$ cat src/sdc_pkg.sv
// Behaviour
// - Power-down turns analog and filter sections off; common-mode and reference enables still apply
// - Sleep keeps bandgap, amplifier, filter, common-mode and reference enables; others off
// - All mode bits low after a reset pulse: normal conversions run
// - Reset bit holds filter in reset, analog powered
// - Host pulses reset low-high-low; conversions start after
// - Each finished conversion sets the completion flag
// - Host alone clears the completion flag by writing
// - Hold off: every conversion overwrites the result
// - Hold on: keep latest result, discard later ones
// - Hold stops neither converter nor completion flag
// - Reference select picks internal or external pair
// - Result is 24-bit two's complement
// - Result top bit is the sign
// - Over-range input forces result to minimum code
// - Result bytes read at 04h, 05h, 06h
// - Host configures in order, releases modes, pulses reset
// - Host reads result bytes only after flag high
// - Host programs divider for the converter clock
// - Divider: 2*(code+1), all-ones passes undivided
// - Channel selects power the temperature sensor
// - Each reference buffer has its own enable
// - Common-mode generator has its own enable
package sdc_pkg;
  localparam int RES_W = 24;
  // Link register offsets
  localparam logic [7:0] A_CR0    = 8'h01;
  localparam logic [7:0] A_CR1    = 8'h02;
  localparam logic [7:0] A_CHSEL  = 8'h03;
  localparam logic [7:0] A_RES_L  = 8'h04;
  localparam logic [7:0] A_RES_M  = 8'h05;
  localparam logic [7:0] A_RES_H  = 8'h06;
  localparam logic [7:0] A_CLKDIV = 8'h09;
  // Control zero bit positions
  localparam int CR0_PD  = 7;
  localparam int CR0_SLP = 6;
  localparam int CR0_RST = 5;
  localparam int CR0_REF = 4;
  localparam int CR0_VCM = 3;
  // Control one bit positions
  localparam int CR1_HOLD = 7;
  localparam int CR1_VRN  = 6;
  localparam int CR1_VRP  = 5;
  localparam int CR1_FLM  = 3;
  localparam int CR1_EOC  = 1;
  localparam logic [7:0] CR0_RESET = 8'h80;
  localparam logic [7:0] CR1_RESET = 8'h00;
  localparam logic [2:0] TEMP_SEL  = 3'h7;
  localparam logic [4:0] DIV_BYPASS = 5'h1F;
  // Conversion length: base times (16 << rate code) converter ticks
  localparam logic [15:0] BASE_LONG  = 16'h001E;
  localparam logic [15:0] BASE_SHORT = 16'h000C;
  localparam logic [3:0]  OSR_SHIFT  = 4'h4;
  localparam logic [23:0] RES_OVER   = 24'h800000;
  // Power enable vector positions
  localparam int PW_BG   = 0;
  localparam int PW_AMP  = 1;
  localparam int PW_MOD  = 2;
  localparam int PW_TEMP = 3;
  localparam int PW_VRN  = 4;
  localparam int PW_VRP  = 5;
  localparam int PW_FILT = 6;
  localparam int PW_FRST = 7;
  localparam int PW_VCM  = 8;
  localparam int PW_REFX = 9;
  localparam int PWR_W   = 10;
  // Host clock and target converter clock
  localparam longint CLK_HZ      = 40000000;
  localparam longint CONV_CLK_HZ = 4915200;
  localparam logic [4:0] CLKDIV_CODE = 5'(CLK_HZ / (2 * CONV_CLK_HZ) - 1);
  // Host bus register offsets
  localparam logic [3:0] H_CTRL   = 4'h0;
  localparam logic [3:0] H_CFG    = 4'h4;
  localparam logic [3:0] H_STATUS = 4'h8;
  localparam logic [3:0] H_RESULT = 4'hC;
  localparam logic [23:0] HCFG_RESET = 24'h000000;
  localparam logic [3:0] ST_START_END = 4'h5;
  localparam logic [3:0] ST_POLL      = 4'h8;
  localparam logic [3:0] ST_READ_END  = 4'hC;
  typedef enum logic [1:0] {
    MD_PD = 2'b00, MD_SLEEP = 2'b01, MD_NORMAL = 2'b11, MD_RESET = 2'b10
  } sdc_mode_type;
  typedef enum logic [1:0] {
    HS_IDLE = 2'b00, HS_ISSUE = 2'b01, HS_WAIT = 2'b11
  } sdc_hstate_type;
endpackage : sdc_pkg

$ cat src/sdc_link_if.sv
`timescale 1ns/1ps
interface sdc_link_if;
  logic [7:0] addr;
  logic [7:0] wdata;
  logic [7:0] rdata;
  logic       wr;
  logic       rd;
  logic       ack;
  modport dev  (input addr, input wdata, input wr, input rd, output rdata, output ack);
  modport host (output addr, output wdata, output wr, output rd, input rdata, input ack);
endinterface : sdc_link_if

$ cat src/sdc_host.sv
// Chosen here: the AHB-Lite register port.
`timescale 1ns/1ps
module sdc_host (
  input  wire logic        hclk,
  input  wire logic        hresetn,
  input  wire logic        hsel,
  input  wire logic [31:0] haddr,
  input  wire logic [1:0]  htrans,
  input  wire logic        hwrite,
  input  wire logic [2:0]  hsize,
  input  wire logic [31:0] hwdata,
  input  wire logic        hready,
  output logic      [31:0] hrdata,
  output logic             hreadyout,
  output logic             hresp,
  sdc_link_if.host         link
);
  import sdc_pkg::*;

  sdc_hstate_type st_q;
  sdc_hstate_type st_d;
  logic [3:0]     step_q;
  logic [3:0]     step_d;
  logic [23:0]    cfg_q;
  logic [23:0]    cfg_d;
  logic [23:0]    res_q;
  logic [23:0]    res_d;
  logic           valid_q;
  logic           valid_d;
  logic           awr_q;
  logic           awr_d;
  logic [3:0]     aaddr_q;
  logic [3:0]     aaddr_d;
  logic [31:0]    rdat_q;
  logic [31:0]    rdat_d;
  logic [7:0]     lka_q;
  logic [7:0]     lka_d;
  logic [7:0]     lkw_q;
  logic [7:0]     lkw_d;
  logic           lkwr_q;
  logic           lkwr_d;
  logic           lkrd_q;
  logic           lkrd_d;
  logic           go_start;
  logic           go_read;
  logic           go_sleep;
  logic           go_off;
  logic [7:0]     cr0_base;
  logic [7:0]     cr1_clr;

  assign hrdata    = rdat_q;
  assign hreadyout = 1'b1;
  assign hresp     = 1'b0;
  assign link.addr  = lka_q;
  assign link.wdata = lkw_q;
  assign link.wr    = lkwr_q;
  assign link.rd    = lkrd_q;

  always_comb begin
    cfg_d   = cfg_q;
    awr_d   = 1'b0;
    aaddr_d = aaddr_q;
    rdat_d  = rdat_q;
    if (hsel && htrans[1] && hready) begin
      aaddr_d = haddr[3:0];
      awr_d   = hwrite;
      if (!hwrite) begin
        unique case (haddr[3:0])
          H_CFG:    rdat_d = {8'h00, cfg_q};
          H_STATUS: rdat_d = {30'h0, valid_q, st_q != HS_IDLE};
          H_RESULT: rdat_d = {{8{res_q[23]}}, res_q};
          default:  rdat_d = 32'h0;
        endcase
      end
    end
    go_start = awr_q && aaddr_q == H_CTRL && hwdata[0];
    go_read  = awr_q && aaddr_q == H_CTRL && hwdata[1];
    go_sleep = awr_q && aaddr_q == H_CTRL && hwdata[2];
    go_off   = awr_q && aaddr_q == H_CTRL && hwdata[3];
    if (awr_q && aaddr_q == H_CFG) begin
      cfg_d = hwdata[23:0];
    end

    // Mode bits are owned by the sequence, not by software
    cr0_base = {3'b000, cfg_q[4:0]};
    cr1_clr  = {cfg_q[15:10], 2'b00};
    st_d     = st_q;
    step_d   = step_q;
    res_d    = res_q;
    valid_d  = valid_q;
    lka_d    = lka_q;
    lkw_d    = lkw_q;
    lkwr_d   = 1'b0;
    lkrd_d   = 1'b0;
    unique case (st_q)
      HS_IDLE: begin
        if (go_start) begin
          step_d = 4'h0;
          st_d   = HS_ISSUE;
        end else if (go_read) begin
          step_d  = ST_POLL;
          valid_d = 1'b0;
          st_d    = HS_ISSUE;
        end else if (go_off) begin
          step_d = 4'h7;
          st_d   = HS_ISSUE;
        end else if (go_sleep) begin
          step_d = 4'h6;
          st_d   = HS_ISSUE;
        end
      end
      HS_ISSUE: begin
        st_d   = HS_WAIT;
        lkwr_d = 1'b1;
        lkw_d  = 8'h00;
        unique case (step_q)
          4'h0: begin
            lka_d = A_CLKDIV;
            lkw_d = {3'b000, CLKDIV_CODE};
          end
          4'h1: begin
            lka_d = A_CR1;
            lkw_d = cr1_clr;
          end
          4'h2: begin
            lka_d = A_CHSEL;
            lkw_d = cfg_q[23:16];
          end
          4'h3, 4'h5: begin
            lka_d = A_CR0;
            lkw_d = cr0_base;
          end
          4'h4: begin
            lka_d = A_CR0;
            lkw_d = cr0_base | (8'h01 << CR0_RST);
          end
          4'h6: begin
            lka_d = A_CR0;
            lkw_d = cr0_base | (8'h01 << CR0_SLP);
          end
          4'h7: begin
            lka_d = A_CR0;
            lkw_d = cr0_base | (8'h01 << CR0_PD);
          end
          4'h8: begin
            lka_d  = A_CR1;
            lkwr_d = 1'b0;
            lkrd_d = 1'b1;
          end
          4'h9, 4'hA, 4'hB: begin
            lka_d  = 8'(A_RES_L + {4'h0, step_q} - 8'h09);
            lkwr_d = 1'b0;
            lkrd_d = 1'b1;
          end
          default: begin
            // final write clears the completion flag
            lka_d = A_CR1;
            lkw_d = cr1_clr;
          end
        endcase
      end
      HS_WAIT: begin
        if (link.ack) begin
          st_d   = HS_ISSUE;
          step_d = 4'(step_q + 4'h1);
          unique case (step_q)
            // repoll until the flag reads high
            ST_POLL: if (!link.rdata[CR1_EOC]) step_d = ST_POLL;
            4'h9: res_d[7:0]   = link.rdata;
            4'hA: res_d[15:8]  = link.rdata;
            4'hB: res_d[23:16] = link.rdata;
            ST_START_END: st_d = HS_IDLE;
            4'h6, 4'h7:   st_d = HS_IDLE;
            ST_READ_END: begin
              st_d    = HS_IDLE;
              valid_d = 1'b1;
            end
            default: ;
          endcase
        end
      end
      default: st_d = HS_IDLE;
    endcase
  end

  always_ff @(posedge hclk or negedge hresetn) begin
    if (!hresetn) begin
      st_q    <= HS_IDLE;
      step_q  <= 4'h0;
      cfg_q   <= HCFG_RESET;
      res_q   <= 24'h000000;
      valid_q <= 1'b0;
      awr_q   <= 1'b0;
      aaddr_q <= 4'h0;
      rdat_q  <= 32'h0;
      lka_q   <= 8'h00;
      lkw_q   <= 8'h00;
      lkwr_q  <= 1'b0;
      lkrd_q  <= 1'b0;
    end else begin
      st_q    <= st_d;
      step_q  <= step_d;
      cfg_q   <= cfg_d;
      res_q   <= res_d;
      valid_q <= valid_d;
      awr_q   <= awr_d;
      aaddr_q <= aaddr_d;
      rdat_q  <= rdat_d;
      lka_q   <= lka_d;
      lkw_q   <= lkw_d;
      lkwr_q  <= lkwr_d;
      lkrd_q  <= lkrd_d;
    end
  end
endmodule : sdc_host

$ cat src/flat_wrapper.sv
// flat-port wrapper written by rule: the top's interface ports become plain ports
module sdc_host_flat import sdc_pkg::*;
  (hclk, hresetn, hsel, haddr, htrans, hwrite, hsize, hwdata, hready, hrdata, hreadyout, hresp, link_addr, link_wdata, link_wr, link_rd, link_rdata, link_ack);
  sdc_link_if link_i ();
  input  wire logic hclk;
  input  wire logic hresetn;
  input  wire logic hsel;
  input  wire logic [31:0] haddr;
  input  wire logic [1:0] htrans;
  input  wire logic hwrite;
  input  wire logic [2:0] hsize;
  input  wire logic [31:0] hwdata;
  input  wire logic hready;
  output logic      [31:0] hrdata;
  output logic hreadyout;
  output logic hresp;
  output wire logic [$bits(link_i.addr)-1:0] link_addr;
  output wire logic [$bits(link_i.wdata)-1:0] link_wdata;
  output wire logic [$bits(link_i.wr)-1:0] link_wr;
  output wire logic [$bits(link_i.rd)-1:0] link_rd;
  input wire logic [$bits(link_i.rdata)-1:0] link_rdata;
  input wire logic [$bits(link_i.ack)-1:0] link_ack;
  assign link_addr = link_i.addr;
  assign link_wdata = link_i.wdata;
  assign link_wr = link_i.wr;
  assign link_rd = link_i.rd;
  assign link_i.rdata = link_rdata;
  assign link_i.ack = link_ack;
  sdc_host u_core (.hclk(hclk), .hresetn(hresetn), .hsel(hsel), .haddr(haddr), .htrans(htrans), .hwrite(hwrite), .hsize(hsize), .hwdata(hwdata), .hready(hready), .hrdata(hrdata), .hreadyout(hreadyout), .hresp(hresp), .link(link_i));
endmodule
$ cat config.mk
export PLATFORM = sky130hd
export DESIGN_NAME = sdc_host_flat
export DESIGN_NICKNAME = d
export VERILOG_FILES = /design/src/sdc_pkg.sv /design/src/sdc_link_if.sv /design/src/sdc_host.sv /design/src/flat_wrapper.sv
export SDC_FILE = /design/constraint.sdc
export NUM_CORES = 1
export LEC_CHECK = 0
export CORE_UTILIZATION = 45
export DETAILED_ROUTE_END_ITERATION = 16
export DONT_BUFFER_PORTS = 1
export PLACE_DENSITY = 0.68
export SKIP_LAST_GASP = 1
export SYNTH_ARGS = -nofsm -noshare
export SYNTH_HDL_FRONTEND = slang
export SYNTH_SLANG_ARGS = --single-unit
$ cat constraint.sdc
create_clock -name hclk -period 2.6 [get_ports hclk]
set_input_delay 0 -clock hclk [delete_from_list [all_inputs] [get_ports hclk]]
set_output_delay 0 -clock hclk [all_outputs]
set_load 0.05 [all_outputs]
==> impl_metrics.yaml, run 1 <==
layout:
  final_core_util_pct: 53.4
  multi_input_area_mm2: 0.00201
  syn2layout_area_growth_pct: 15.3
  antennaDiodeCount: 0
  nFillCells: 886
  nNetsFinal: 541
  drive_above_1_share_pct: 20.6
  register_area_mm2: 0.00258
cts:
  clock_sinks: 103
  max-clock-path-buffers: 2
  cts_root_buf: "clkbuf_8"
  worstSkewPairLatency_ps: 380
  ctsResizeCount: 0
  cts_buffers: 9
  post_cts_buffers: 0
  htreeDepth: 3
  cts-hold-fix-buffers: 41
  clkTransAtPathRegs_ps: 100
  cts_tree: "yes"
place:
  gp_congestion: 0.889
  io_buffers: 0
  hpwl_um: 7600
synth:
  yosys.area_share.simple_pct: 9.01
  synth_top_family_by_area: "multiplexers"
  muxShareOfSynthArea_pct: 14.2
  synth_xor_area_share_pct: 0.368
  syn-cell-area_mm2: 0.00476
  syn_avg_cell_area_um2: 11.7
  synth-adder-area-share_pct: 4.36
  synthFlopType: "dfrtp_1"
  synth_cells: 408
  synth_warnings: 0
  ys_seq_elements: 103
  synth_compound_area_share_pct: 13.9
  synthTopCellsByArea: "dfrtp_1 (54%), mux2_2 (13%), a22oi_1 (3.9%)"
  synth_enable_flop_cells: 0
  syn_nets: 507
  async_flop_share_pct: 100
  yosysSeqAreaShare_pct: 54.1
  synth.distinct_cells: 49
  synth_top_area_share_pct: 54.1
  synth_top_area_cell: "dfrtp_1"
setup_path:
  cp.arrival_ps: 2530
  endpoint_kind: "flop"
  start_kind: "flop"
  critPathMaxStageDelay_ps: 590
  path_cells: "inv_1 -> ha_1 -> a2111oi_0 -> o211a_1 -> nand2_1 -> a41oi_1"
  critical_path.top_delay_family: "compound AO/OA/AOI/OAI gates"
  crit_path_max_fanout: 8
  critical_path_class: "reg -> reg"
  cp.required_ps: 2900
  cp_slowest_cell: "a2111oi_0"
  crit_buf_inv: 1
  ff2ff_setup_slack_ps: 360
status:
  outcome: "finished with violations"
  violations: "negative hold slack"
detailed_routing:
  wl_per_cell_um: 19.1
  first_pass_iters: 4
  ant_nets: 0
  routed_wl_um: 11200
  num_vias: 3344
  drt_iter0_drc: 229
  drc: 0
  vias_per_cell: 5.74
sta:
  rsz0062_at_grt: "no"
  relSlewSlack_pct: 56.5
  drv_slew: 0
  hold_viol_final: 1
  timing.final.crit_share_pct: 86.0
  whs_ps: -2.71
  fmax_ghz: 0.447
  finClkSkew_ps: 8.43
  period_minus_slack_ps: 2240
  setup_viol: 0
  tightest_slew_ps: 651
  fin_setup_tns_ps: 0
power_and_ir_drop:
  pwr_density_cell_mw_per_mm2: 981
  peakVddDrop_mv: 0.444
  p_seq_share_pct: 51.7
  leakage_uw: 0.00242
  comb_power_share_pct: 30.6
  p_clk_share_pct: 17.7
  swShare_pct: 42.0
  p_int_uw: 3130
  p_sw_uw: 2260
floorplan:
  die_area_mm2: 0.0110
  ios: 135
  floorplan.rows: 37
  die_h_um: 105
  core_area_mm2: 0.0103
  die_w_um: 105
  start_util_pct: 46.3
grt:
  grt_pass1_vias: 3483
  track_usage_pct: 21.7
  overflow: 0
  grt_max_degree: 104
  antenna_found_initial: 0
  grt_pass1_wl_um: 18600
flow_run:
  max-cap-violations: 0
min_path:
  hp-class: "in -> reg"
state kept, by name (all words and copies together) (netlist names):
register,count
u_core.cfg_q,24
u_core.awr_q,1
u_core.aaddr_q,4
u_core.hrdata,25
u_core.link.wdata,8
u_core.link.wr,1
u_core.step_q,4
u_core.res_q,24
u_core.link.rd,1
u_core.valid_q,1
u_core.st_q,2
u_core.link.addr,8
per-layer routing:
layer	up-vias	wire, um	GRT usage, %
met2	108	5480	35.1
met5	-	0	0
met1	1683	4780	28.1
met4	0	266	9.15
li1	1536	-	-
met3	17	633	5.05
cell usage after synthesis (9+ instances only):
library cell	instances
dfrtp_1	103
mux2_2	56
nand2_1	45
o21ai_0	29
a22oi_1	25
nor2_1	19
clkbuf_1	15
ha_1	15
inv_1	11
a21oi_1	10
buf_4	9
power groups by stage:
stage	registers, uW	logic [uW]	clock network (uW)
after detailed placement	2810	1540	0
after global placement	2790	1480	0
after global routing	2840	1850	1040
final	2780	1650	954
after CTS	2780	1640	979
after floorplan	2680	1240	0
through the flow:
| stage | cell area, um^2 | hold slack (ps) | setup WS (ps) | total power [uW] | instances |
|---|---|---|---|---|---|
| 6_report | 5490 | -2.71 | 364 | 5390 | 583 |
| 4_1_cts | 5490 | 3.37 | 369 | 5400 | 583 |
| 2_1_floorplan | 4760 | -296 | 636 | 3930 | 408 |
| 3_5_place_dp | 4880 | -291 | 412 | 4350 | 526 |
| 5_1_grt | 5490 | 33.9 | 80.2 | 5730 | 583 |
| 3_3_place_gp | 4880 | -293 | 453 | 4280 | 526 |
cell type report:
class,instances,area share (%)
clock buffer,9,2.26
clock inverter,7,1.12
inverter,11,0.752
multi-input combinational,266,36.6
sequential,103,47.0
tap,136,3.10
timing repair buffer,51,9.16
tightest hold or removal path, delay by kind of cell:
kind	cells	cell delay, ps
multiplexers	1	130
AO/OA/AOI/OAI	2	210
kinds of logic after synthesis:
family / after synthesis
flip-flops: 103
AO/OA/AOI/OAI: 96
AND/OR/NAND/NOR: 90
multiplexers: 60
buffers and inverters: 39
adder cells (fa/ha/maj): 16
other: 2
XOR/XNOR: 2
worst paths after layout:
kind	end	cells after the start	from
worst max-delay path	u_core.link.wdata[3]	6	u_core.step_q[3]
worst min-delay path	u_core.hrdata[1]	3	haddr[2]
worst max register to register	u_core.link.wdata[3]	6	u_core.step_q[3]
worst min register to register	u_core.cfg_q[9]	1	u_core.cfg_q[9]
max in group asynchronous	u_core.hrdata[30]	2	hresetn
min in group asynchronous	u_core.valid_q	2	hresetn
placed cells by master (no fill, tap or decap), types with 3 or more instances in the layout:
| cell | netlist | final |
|---|---|---|
| dlygate4sd3_1 | 0 | 40 |
| o31ai_1 | 3 | 3 |
| inv_1 | 11 | 11 |
| nand4_1 | 4 | 4 |
| ha_1 | 15 | 15 |
| a41oi_1 | 4 | 4 |
| a31oi_1 | 4 | 4 |
| o21ai_0 | 29 | 29 |
| nand2_1 | 45 | 45 |
| and2_1 | 4 | 4 |
| buf_4 | 9 | 10 |
| inv_6 | 0 | 3 |
| mux2_2 | 56 | 56 |
| dfrtp_1 | 103 | 102 |
| nor2_1 | 19 | 19 |
| a21oi_1 | 10 | 10 |
| a2111oi_0 | 3 | 3 |
| a22oi_1 | 25 | 25 |
| clkbuf_8 | 0 | 9 |
Power figures use the tool's default switching activity.
==> run 2: changes to the inputs <==
--- a/config.mk
+++ b/config.mk
@@ -6,9 +6,10 @@
 export NUM_CORES = 1
 export LEC_CHECK = 0
 export CORE_UTILIZATION = 45
+export CTS_CLUSTER_SIZE = 28
 export DETAILED_ROUTE_END_ITERATION = 16
 export DONT_BUFFER_PORTS = 1
-export PLACE_DENSITY = 0.68
+export PLACE_DENSITY = 0.66
 export SKIP_LAST_GASP = 1
 export SYNTH_ARGS = -nofsm -noshare
 export SYNTH_HDL_FRONTEND = slang
==> constraint.sdc (replaced) <==
create_clock -name hclk -period 2.6 [get_ports hclk]
set_input_delay 0.65 -clock hclk [delete_from_list [all_inputs] [get_ports hclk]]
set_output_delay 0.65 -clock hclk [all_outputs]
set_load 0.05 [all_outputs]
==> run 2 against run 1 <==
Compared with the run above:
- the run still ends with negative hold slack left
- register-to-register slack worse by 30 ps
- sequential power about the same
- routed wire length down 5.5%
- count of clock-buffer cells in the layout unchanged
- first-iteration DRC count down 10%
==> impl_metrics.yaml, run 2 (synthesis gave the netlist of run 1 again) <==
status:
  outcome: "finished with violations"
  violations: "negative hold slack"
cts:
  clock_sinks: 103
  cts_tree: "yes"
  clkTransAtPathRegs_ps: 110
  post_cts_buffers: 0
  max-clock-path-buffers: 2
  cts_buffers: 9
  ctsResizeCount: 0
  cts_root_buf: "clkbuf_8"
  worstSkewPairLatency_ps: 380
  htreeDepth: 3
layout:
  syn2layout_area_growth_pct: 6.44
  final_core_util_pct: 49.3
  final_common_cell: "dfrtp_1"
  largest_reg_flops: 25
  nNetsFinal: 498
  antennaDiodeCount: 0
  drive_above_1_share_pct: 22.0
  layout_common_cells: "dfrtp_1 (102), mux2_2 (56), nand2_1 (45)"
power_and_ir_drop:
  peakVddDrop_mv: 0.458
  leakage_uw: 0.00223
  pwr_density_cell_mw_per_mm2: 1040
  report.power.total_uw: 5290
detailed_routing:
  ant_nets: 0
  drc: 0
  num_vias: 3163
  first_pass_iters: 4
  routed_wl_um: 10500
  drt_iter0_drc: 206
  wl_per_cell_um: 19.5
  vias_per_cell: 5.86
sta:
  period_minus_slack_ps: 2260
  setup_viol: 0
  relSlewSlack_pct: 56.3
  timing.final.crit_share_pct: 87.0
  hold_viol_final: 103
  tightest_slew_ps: 653
  fmax_ghz: 0.442
  finClkSkew_ps: 11.4
  whs_ps: -42.6
  fin_setup_tns_ps: 0
  drv_slew: 0
  rsz0062_at_grt: "no"
grt:
  track_usage_pct: 20.5
  grt_pass1_wl_um: 17400
  antenna_found_initial: 0
  grt_max_degree: 104
  grt_pass1_vias: 3190
  overflow: 0
floorplan:
  start_util_pct: 46.3
  core_area_mm2: 0.0103
  die_w_um: 105
  floorplan.rows: 37
  ios: 135
  die_h_um: 105
  die_area_mm2: 0.0110
setup_path:
  timing.rr.start: "u_core.step_q[3]"
  critPathLaunch: "u_core.step_q[3]"
  critical_path_class: "reg -> reg"
  crit_path_max_fanout: 8
  endpoint_kind: "flop"
  cp.arrival_ps: 2550
  start_kind: "flop"
  cp.required_ps: 2890
flow_run:
  max-cap-violations: 0
place:
  hpwl_um: 7420
  gp_congestion: 0.825
  io_buffers: 0
min_path:
  hp-class: "in -> async"
-- run 2: layer usage --
| layer | wire length (um) | vias to the layer above | part of all wire (%) | track usage, % |
|---|---|---|---|---|
| met5 | 0 | - | 0 | 0 |
| li1 | - | 1445 | - | - |
| met3 | 695 | 4 | 6.6 | 4.99 |
| met1 | 4470 | 1620 | 42 | 26.5 |
| met2 | 5300 | 94 | 50 | 33.9 |
| met4 | 72 | 0 | 0.68 | 6.74 |
-- run 2: layout make-up --
cell class | count | area, um^2
clock buffers | 9 | 124
flip-flops and latches | 103 | 2580
repair buffers | 8 | 72.6
fillers | 931 | 5210
inverters | 11 | 41.3
well taps | 136 | 170
multi-input cells | 266 | 2010
clock inverters | 7 | 71.3
-- run 2: final timing paths --
check                      slack [ps]  depth (start not counted)                    to
max                               340                          6  u_core.link.wdata[3]
min                               -40                          0       u_core.cfg_q[9]
max reg2reg                       340                          6  u_core.link.wdata[3]
min reg2reg                       510                          1      u_core.res_q[17]
max in group asynchronous        2510                          0      u_core.cfg_q[19]
min in group hclk                 410                          2          u_core.awr_q
-- run 2: through the flow --
step,cells,hold WS [ps],instance area (um^2),setup slack [ps]
after global routing,540,-75.4,5070,116
after floorplan,408,354,4760,636
after detailed placement,524,356,4870,386
after global placement,524,357,4870,442
after CTS,540,-68.0,5070,353
final,540,-42.6,5070,338
-- run 2: power by group --
group / leakage (uW) / internal, uW / total, uW / switching, uW
Sequential: 0.00132 / 2000 / 2760 / 758
Clock: 0.0000999 / 379 / 991 / 612
Combinational: 0.000817 / 704 / 1540 / 837
-- run 2: worst max-delay path, stage by stage (launching register included) --
cell and delay [ps]:
dfrtp_1 500, inv_1 120, ha_1 290, a2111oi_0 610
o211a_1 360, nand2_1 90, a41oi_1 210
